File: src/rtl/lsf_pkg.sv
/*
  Constants for the latched status flag bank: byte offsets, bit positions,
  reset values and supporting constants.
  Assumes a single module clock and a host read port decoded elsewhere.
*/
// Overview of operation
// - Flag field occupies management bytes 3 to 21
// - Flags read zero by default and normally
// - Defined condition sets its flag to one
// - Set flag sticks until host read clears
// - Module reset pin clears all flags
// - Byte 3 low nibble: receive signal loss
// - Byte 3 high nibble: transmit loss, never set
// - Byte 4 low nibble: laser fault per lane
// - Byte 4 high nibble: equaliser fault if supported
// - Byte 5 high nibble: transmit lock loss
// - Byte 5 low nibble: receive lock loss
// - Byte 6 high nibble: temperature alarms, warnings
// - Byte 6 bit 0: initialization complete, read clears
// - Byte 7 high nibble: supply alarms, warnings
// - Byte 2 bit 1 reports interrupt pin level
// - Flags live in always-addressable lower 128 bytes
// - Mask bytes 100-106 writable, 100-104 suppress interrupts
package lsf_pkg;

  // ------------------------------------------------------------
  // Byte offsets
  // ------------------------------------------------------------
  localparam logic [6:0] LSF_STATUS_OFS = 7'h02;
  localparam logic [6:0] LSF_SIGLOSS_OFS = 7'h03;
  localparam logic [6:0] LSF_FAULT_OFS = 7'h04;
  localparam logic [6:0] LSF_LOCKLOSS_OFS = 7'h05;
  localparam logic [6:0] LSF_TEMPINIT_OFS = 7'h06;
  localparam logic [6:0] LSF_SUPPLY_OFS = 7'h07;
  localparam logic [6:0] LSF_VENDOR_OFS = 7'h08;
  localparam logic [6:0] LSF_FLAG_LAST_OFS = 7'h15;
  localparam logic [6:0] LSF_MASK_FIRST_OFS = 7'h64;
  localparam logic [6:0] LSF_MASK_LAST_OFS = 7'h6a;
  localparam int LSF_MASK_BYTES = 7;

  // ------------------------------------------------------------
  // Field positions
  // ------------------------------------------------------------
  localparam int LSF_LANES = 4;
  localparam int LSF_HI_LSB = 4;
  localparam int LSF_INIT_BIT = 0;
  localparam int LSF_INTPIN_BIT = 1;
  localparam int LSF_NOTREADY_BIT = 0;
  localparam int LSF_HI_ALARM_BIT = 3;
  localparam int LSF_LO_ALARM_BIT = 2;
  localparam int LSF_HI_WARN_BIT = 1;
  localparam int LSF_LO_WARN_BIT = 0;

  // ------------------------------------------------------------
  // Reset values and supporting constants
  // ------------------------------------------------------------
  localparam logic [7:0] LSF_FLAG_RST = 8'h00;
  localparam logic [7:0] LSF_MASK_RST = 8'h00;
  localparam logic [7:0] LSF_ZERO_BYTE = 8'h00;
  localparam logic [3:0] LSF_ZERO_NIB = 4'h0;
  localparam logic LSF_EQ_SUPPORTED = 1'b1;
  localparam int LSF_SYNC_STAGES = 3;

endpackage

File: src/rtl/lsf_sync3.sv
/*
  Three-stage synchroniser with agreement filter for a bus of pin inputs.
  Assumes inputs asynchronous to clk; output changes once stages 2 and 3 agree.
*/
`timescale 1ns/1ns
`default_nettype none
module lsf_sync3 #(
  parameter int W = 1
) (
  input wire logic clk,
  input wire logic rst,
  input wire logic [W-1:0] din,
  output logic [W-1:0] dout
);

  logic [W-1:0] s1_r;
  logic [W-1:0] s2_r;
  logic [W-1:0] s3_r;

  always_ff @(posedge clk or posedge rst) begin
    if (rst) begin
      s1_r <= '0;
      s2_r <= '0;
      s3_r <= '0;
    end else begin
      s1_r <= din;
      s2_r <= s1_r;
      s3_r <= s2_r;
    end
  end

  // ------------------------------------------------------------
  // Agreement filter
  // ------------------------------------------------------------
  genvar i;
  generate
    for (i = 0; i < W; i++) begin : g_bit
      always_ff @(posedge clk or posedge rst) begin
        if (rst) begin
          dout[i] <= 1'b0;
        end else if (s2_r[i] == s3_r[i]) begin
          dout[i] <= s3_r[i];
        end
      end
    end
  endgenerate

endmodule
`default_nettype wire

File: src/rtl/lsf_flag_bank.sv
/*
  Latched status flag bank: sticky event flags in bytes 3 to 7, status byte 2,
  interrupt mask bytes and a clear-on-read host read port.
  Assumes a two-wire serial front end on clk that issues one-cycle read and
  write strobes with a lower-page byte address; condition inputs come from pins.
*/
`timescale 1ns/1ns
`default_nettype none
module lsf_flag_bank
  import lsf_pkg::*;
(
  input wire logic clk,
  input wire logic rst,
  input wire logic module_reset_n,
  input wire logic [3:0] rxSignalAbsent,
  input wire logic [3:0] txLaserFault,
  input wire logic [3:0] txEqualiserFault,
  input wire logic [3:0] txClockRecoveryUnlocked,
  input wire logic [3:0] rxClockRecoveryUnlocked,
  input wire logic [3:0] tempAlarmWarn,
  input wire logic [3:0] supplyAlarmWarn,
  input wire logic initDone,
  input wire logic dataNotReady,
  input wire logic hostRd,
  input wire logic hostWr,
  input wire logic [6:0] hostAddr,
  input wire logic [7:0] hostWrData,
  output logic [7:0] hostRdData,
  output logic hostRdValid,
  output logic interrupt_out_n
);

  // ------------------------------------------------------------
  // Decoding helpers
  // ------------------------------------------------------------
  function automatic logic isMaskAddr(input logic [6:0] a);
    isMaskAddr = (a >= LSF_MASK_FIRST_OFS) && (a <= LSF_MASK_LAST_OFS);
  endfunction

  function automatic logic rdHits(input logic rd, input logic [6:0] a,
                                  input logic [6:0] ofs);
    rdHits = rd && (a == ofs);
  endfunction

  // ------------------------------------------------------------
  // Input synchronisation
  // ------------------------------------------------------------
  localparam int NIN = 30;
  logic [NIN-1:0] rawIn;
  logic [NIN-1:0] syncIn;

  assign rawIn = {dataNotReady, initDone, supplyAlarmWarn, tempAlarmWarn,
                  rxClockRecoveryUnlocked, txClockRecoveryUnlocked,
                  txEqualiserFault, txLaserFault, rxSignalAbsent};

  lsf_sync3 #(.W(NIN)) u_sync (
    .clk(clk),
    .rst(rst),
    .din(rawIn),
    .dout(syncIn)
  );

  // Synchronised as active high so it idles inactive after rst
  logic [0:0] resetPinRaw;
  logic [0:0] resetPinSync;
  assign resetPinRaw = ~module_reset_n;
  lsf_sync3 #(.W(1)) u_rsync (
    .clk(clk),
    .rst(rst),
    .din(resetPinRaw),
    .dout(resetPinSync)
  );

  logic pinResetActive;
  assign pinResetActive = resetPinSync[0];

  // ------------------------------------------------------------
  // Event sources, one nibble each, init and not-ready one bit each
  // ------------------------------------------------------------
  logic [3:0] rxAbsent;
  logic [3:0] txFlt;
  logic [3:0] txEq;
  logic [3:0] txUnlocked;
  logic [3:0] rxUnlocked;
  logic [3:0] tempEv;
  logic [3:0] vccEv;
  logic initEv;
  logic notReady;

  assign rxAbsent = syncIn[3:0];
  assign txFlt = syncIn[7:4];
  assign txEq = syncIn[11:8] & {LSF_LANES{LSF_EQ_SUPPORTED}};
  assign txUnlocked = syncIn[15:12];
  assign rxUnlocked = syncIn[19:16];
  assign tempEv = syncIn[23:20];
  assign vccEv = syncIn[27:24];
  assign notReady = syncIn[29];

  // Initialization complete is an edge of the done level
  logic initSeen_r;
  always_ff @(posedge clk or posedge rst) begin
    if (rst) begin
      initSeen_r <= 1'b0;
    end else if (pinResetActive) begin
      initSeen_r <= 1'b0;
    end else begin
      initSeen_r <= syncIn[28];
    end
  end
  assign initEv = syncIn[28] & ~initSeen_r;

  // ------------------------------------------------------------
  // Sticky flag bytes
  // ------------------------------------------------------------
  logic [7:0] sigLoss_r;
  logic [7:0] fault_r;
  logic [7:0] lockLoss_r;
  logic [7:0] tempInit_r;
  logic [7:0] supply_r;
  logic [7:0] sigLoss_nxt;
  logic [7:0] fault_nxt;
  logic [7:0] lockLoss_nxt;
  logic [7:0] tempInit_nxt;
  logic [7:0] supply_nxt;
  logic [7:0] sigLossSet;
  logic [7:0] faultSet;
  logic [7:0] lockLossSet;
  logic [7:0] tempInitSet;
  logic [7:0] supplySet;

  assign sigLossSet = {LSF_ZERO_NIB, rxAbsent};
  assign faultSet = {txEq, txFlt};
  assign lockLossSet = {txUnlocked, rxUnlocked};
  assign tempInitSet = {tempEv, 3'b000, initEv};
  assign supplySet = {vccEv, LSF_ZERO_NIB};

  // Read clears the returned bits, a same-cycle set wins
  always_comb begin
    sigLoss_nxt = sigLoss_r;
    fault_nxt = fault_r;
    lockLoss_nxt = lockLoss_r;
    tempInit_nxt = tempInit_r;
    supply_nxt = supply_r;
    if (rdHits(hostRd, hostAddr, LSF_SIGLOSS_OFS)) begin
      sigLoss_nxt = LSF_FLAG_RST;
    end
    if (rdHits(hostRd, hostAddr, LSF_FAULT_OFS)) begin
      fault_nxt = LSF_FLAG_RST;
    end
    if (rdHits(hostRd, hostAddr, LSF_LOCKLOSS_OFS)) begin
      lockLoss_nxt = LSF_FLAG_RST;
    end
    if (rdHits(hostRd, hostAddr, LSF_TEMPINIT_OFS)) begin
      tempInit_nxt = LSF_FLAG_RST;
    end
    if (rdHits(hostRd, hostAddr, LSF_SUPPLY_OFS)) begin
      supply_nxt = LSF_FLAG_RST;
    end
    sigLoss_nxt = sigLoss_nxt | sigLossSet;
    fault_nxt = fault_nxt | faultSet;
    lockLoss_nxt = lockLoss_nxt | lockLossSet;
    tempInit_nxt = tempInit_nxt | tempInitSet;
    supply_nxt = supply_nxt | supplySet;
  end

  always_ff @(posedge clk or posedge rst) begin
    if (rst) begin
      sigLoss_r <= LSF_FLAG_RST;
      fault_r <= LSF_FLAG_RST;
      lockLoss_r <= LSF_FLAG_RST;
      tempInit_r <= LSF_FLAG_RST;
      supply_r <= LSF_FLAG_RST;
    end else if (pinResetActive) begin
      sigLoss_r <= LSF_FLAG_RST;
      fault_r <= LSF_FLAG_RST;
      lockLoss_r <= LSF_FLAG_RST;
      tempInit_r <= LSF_FLAG_RST;
      supply_r <= LSF_FLAG_RST;
    end else begin
      sigLoss_r <= sigLoss_nxt;
      fault_r <= fault_nxt;
      lockLoss_r <= lockLoss_nxt;
      tempInit_r <= tempInit_nxt;
      supply_r <= supply_nxt;
    end
  end

  // ------------------------------------------------------------
  // Mask bytes
  // ------------------------------------------------------------
  logic [7:0] mask_r [LSF_MASK_BYTES];
  logic [2:0] maskIdx;
  assign maskIdx = 3'(hostAddr - LSF_MASK_FIRST_OFS);

  always_ff @(posedge clk or posedge rst) begin
    if (rst) begin
      for (int i = 0; i < LSF_MASK_BYTES; i++) begin
        mask_r[i] <= LSF_MASK_RST;
      end
    end else if (hostWr && isMaskAddr(hostAddr)) begin
      mask_r[maskIdx] <= hostWrData;
    end
  end

  // ------------------------------------------------------------
  // Interrupt pin
  // ------------------------------------------------------------
  logic anyUnmasked;
  assign anyUnmasked = |(sigLoss_r & ~mask_r[0]) | |(fault_r & ~mask_r[1]) |
                       |(lockLoss_r & ~mask_r[2]) | |(tempInit_r & ~mask_r[3]) |
                       |(supply_r & ~mask_r[4]);

  always_ff @(posedge clk or posedge rst) begin
    if (rst) begin
      interrupt_out_n <= 1'b1;
    end else begin
      interrupt_out_n <= ~anyUnmasked;
    end
  end

  // ------------------------------------------------------------
  // Host read port, lower page only
  // ------------------------------------------------------------
  logic [7:0] rdMux;
  always_comb begin
    rdMux = LSF_ZERO_BYTE;
    if (isMaskAddr(hostAddr)) begin
      rdMux = mask_r[maskIdx];
    end else begin
      case (hostAddr)
        LSF_STATUS_OFS: begin
          rdMux = LSF_ZERO_BYTE;
          rdMux[LSF_INTPIN_BIT] = interrupt_out_n;
          rdMux[LSF_NOTREADY_BIT] = notReady;
        end
        LSF_SIGLOSS_OFS: rdMux = sigLoss_r;
        LSF_FAULT_OFS: rdMux = fault_r;
        LSF_LOCKLOSS_OFS: rdMux = lockLoss_r;
        LSF_TEMPINIT_OFS: rdMux = tempInit_r;
        LSF_SUPPLY_OFS: rdMux = supply_r;
        LSF_VENDOR_OFS: rdMux = LSF_ZERO_BYTE;
        default: rdMux = LSF_ZERO_BYTE;
      endcase
    end
  end

  always_ff @(posedge clk or posedge rst) begin
    if (rst) begin
      hostRdData <= LSF_ZERO_BYTE;
      hostRdValid <= 1'b0;
    end else begin
      hostRdValid <= hostRd;
      if (hostRd) begin
        hostRdData <= rdMux;
      end
    end
  end

endmodule
`default_nettype wire

File: config.mk
export PLATFORM = sky130hd
export DESIGN_NAME = lsf_flag_bank
export DESIGN_NICKNAME = d
export VERILOG_FILES = /design/src/rtl/lsf_pkg.sv /design/src/rtl/lsf_sync3.sv /design/src/rtl/lsf_flag_bank.sv
export SDC_FILE = /design/constraint.sdc
export NUM_CORES = 1
export LEC_CHECK = 0
export BUFFER_PORTS_ARGS = -buffer_cell sky130_fd_sc_hd__buf_2
export CAP_MARGIN = 20
export CORE_UTILIZATION = 59
export CTS_CLUSTER_DIAMETER = 30
export DETAILED_ROUTE_END_ITERATION = 7
export PLACE_DENSITY_LB_ADDON = 0.08
export SYNTH_ARGS = -nofsm -noshare
export SYNTH_HDL_FRONTEND = slang
export SYNTH_SLANG_ARGS = --single-unit
File: constraint.sdc
create_clock -name clk -period 10.6 [get_ports clk]
set_input_delay 2.12 -clock clk [delete_from_list [all_inputs] [get_ports clk]]
set_output_delay 2.12 -clock clk [all_outputs]
set_load 0.01 [all_outputs]
==> impl_metrics.env <==
export IMPL_fin_crit_ns=3.52
export IMPL_cts_buffer_depth=3
export IMPL_yosysUniqueCellTypes=43
export IMPL_seq_area_frac_synth=0.684
export IMPL_clock_sinks=220
export IMPL_syn_to_final_growth_pct=23.1
export IMPL_synth_seq_cells=220
export IMPL_drt_first_pass_iters=5
export IMPL_worstPathCellList="buf_2, nor2b_1, nand3_1, a21oi_1, nor2_1"
export IMPL_ir_worst_vdd_uv=203
export IMPL_final_common_cell="dfrtp_1"
export IMPL_rows=42
export IMPL_drc=0
export IMPL_pin_count=60
export IMPL_antenna_found_initial=0
export IMPL_drt_iter0_drc=332
export IMPL_ant_nets=0
export IMPL_wl_per_cell_um=19.6
export IMPL_p_per_area_nw_per_um2=240
export IMPL_end_kind="flip-flop"
export IMPL_most_common_layout_cells="dfrtp_1 (219), buf_2 (59), mux2_2 (49)"
export IMPL_yosys_warnings=0
export IMPL_grt_pass1_wl_mm=27.5
export IMPL_final_core_util=0.745
export IMPL_post_cts_resized=0
export IMPL_min_from="u_sync.s1_r[25]"
export IMPL_post_cts_buffers=0
export IMPL_final_setup_skew_ns=0.0129
export IMPL_reg2regPathDepth=1
export IMPL_syn_num_nets=598
export IMPL_fin_nets=684
export IMPL_slew_headroom=0.331
export IMPL_syn_area_per_cell_um2=14.7
export IMPL_hold_viol=0
export IMPL_max_cap_viol_count=0
export IMPL_initial_utilization=0.605
export IMPL_chipWidth_um=119
export IMPL_clock_latency_ns=0.51
export IMPL_slew_viol_final=0
export IMPL_io_buffers=59
export IMPL_track_usage=0.255
export IMPL_setup_violations=0
export IMPL_fin_cells=843
export IMPL_setup_worst_path_start_class="input port"
export IMPL_crit_fanout=29
export IMPL_syn_inst=548
export IMPL_hpwl_mm=10.6
export IMPL_drive_above_1_share=0.315
export IMPL_timing_fmax_mhz=284
export IMPL_p_leak_nw=4.62
export IMPL_required_ns=10.95
export IMPL_fin_crit_sh=0.332
export IMPL_postCtsHoldBufs=0
export IMPL_die_h_um=119
export IMPL_setup_slack_ns=7.08
export IMPL_dp_cells=767
export IMPL_crit_slowest_cell="nor2b_1"
export IMPL_setup_worst_path_class="input port to flip-flop"
export IMPL_crit_end="tempInit_r[5]"
export IMPL_dieArea_um2=14100
export IMPL_path_clk_slew_ns=0.05
export IMPL_reg2reg_from="u_rsync.dout"
export IMPL_grt_pass1_vias=5111
export IMPL_critPathLaunch="hostAddr[1]"
export IMPL_fin_setup_tns_ns=0
export IMPL_min_path_type="flip-flop to flip-flop"
export IMPL_antenna_cells=0
export IMPL_root_buffer="clkbuf_16"
export IMPL_status="complete, no violations"
export IMPL_r2r_end="u_rsync.dout"
export IMPL_reg2reg_slack_ns=9.20
export IMPL_critPathMaxStageDelay_ns=0.65
export IMPL_synth_area_um2=8050
export IMPL_rsz0062_at_grt="no"
export IMPL_cts_tree="done"
export IMPL_worstMarginPinSlew_ns=1.00
export IMPL_timing_hold_ws_ns=0.344
export IMPL_htreeDepth=2
export IMPL_dpl_worst_slack_ns=6.60
export IMPL_place_gp_congestion=0.950
export IMPL_worstPathArrival_ns=3.87
export IMPL_wl_mm=16.6
export IMPL_grt_start_max_net_pins=144
export IMPL_vias=4797
export IMPL_routed_via_density=5.69
export IMPL_core_um2=13300
export IMPL_grt_overflow_total=0
export IMPL_cts_made_buffers=41
through the flow:
step | total power [mW] | cell area (um^2)
finish | 2.38 | 9910
global placement | 1.09 | 8500
detailed placement | 1.10 | 8500
global route | 2.46 | 9910
CTS | 2.40 | 9910
floorplan | 1.04 | 8050
critical path: cells and delay by family:
family                 cells  cell delay (ns)
AOI/OAI and AO/OA          1             0.24
and+or+nand+nor            3             1.05
buffers and inverters      1             0.45
synthesized netlist by cell type, drive strengths merged:
cell type  number  share of area
and3b           3         0.0033
nand2           2        0.00093
a21o            4         0.0037
buf            10         0.0075
maj3           31          0.039
nor2           43          0.022
nor2b           5         0.0039
o31ai           1        0.00093
nand3           4         0.0025
or3             2         0.0016
or3b            1         0.0011
nand4           1        0.00078
a31oi           5         0.0039
nand3b          3         0.0028
nor3b           1        0.00093
nor3            6         0.0044
clkbuf          8         0.0037
nand2b          5         0.0039
o22ai          16          0.012
mux4            8          0.022
dfrtp         219           0.68
o2bb2ai         4         0.0044
o21ai           5         0.0031
mux2i          24          0.030
o221ai          4         0.0044
nand4b          3         0.0051
and4            1         0.0011
and2            1        0.00078
o211ai          1        0.00093
a21oi          32          0.020
mux2           57          0.083
dfstp           1         0.0033
and4b           1         0.0012
a32oi           4         0.0044
o2111ai         1         0.0011
nor4            3         0.0023
inv            28          0.013
final cells by class:
type	instances	area, um^2
Inverter	28	113
Clock inverter	29	302
Sequential cell	220	5510
Timing Repair Buffer	61	310
Tap cell	176	220
Clock buffer	47	1110
Fill cell	827	3390
Multi-Input combinational cell	282	2350
per-layer routing:
metal,track usage,wire length (um),vias to the layer above
met5,0,0,-
met4,0.0918,426,0
met3,0.0608,912,38
met2,0.402,7950,175
met1,0.349,7270,2453
li1,-,-,2131
worst min-delay path by stage:
stage,end,cells past startpoint
5_1_grt,u_sync.s2_r[14],0
6_report,u_sync.s2_r[25],0
2_1_floorplan,u_rsync.s2_r,0
3_5_place_dp,u_sync.s2_r[13],0
3_3_place_gp,u_sync.s2_r[16],0
4_1_cts,u_sync.s2_r[13],0
power by group:
part	leakage (nW)	internal [mW]	switching, mW
registers	2.71	0.906	0.0510
clock network	0.677	0.858	0.435
logic	1.24	0.0624	0.0690
sequential cells by signal, summed over array words and instances (netlist names), 4 cells and up:
signal       count
supply_r         4
tempInit_r       5
mask_r          56
u_sync.dout     30
u_sync.s1_r     30
lockLoss_r       8
fault_r          8
u_sync.s3_r     30
hostRdData       8
u_sync.s2_r     30
sigLoss_r        4
logic make-up after synthesis:
logic type,Yosys count,synth area share
AOI/OAI and AO/OA,77,0.0591
muxes,89,0.136
DFF,220,0.684
adders and majority gates,31,0.0386
buffers and inverters,46,0.0243
and+or+nand+nor,85,0.0581
Power figures use the tool's default switching activity.
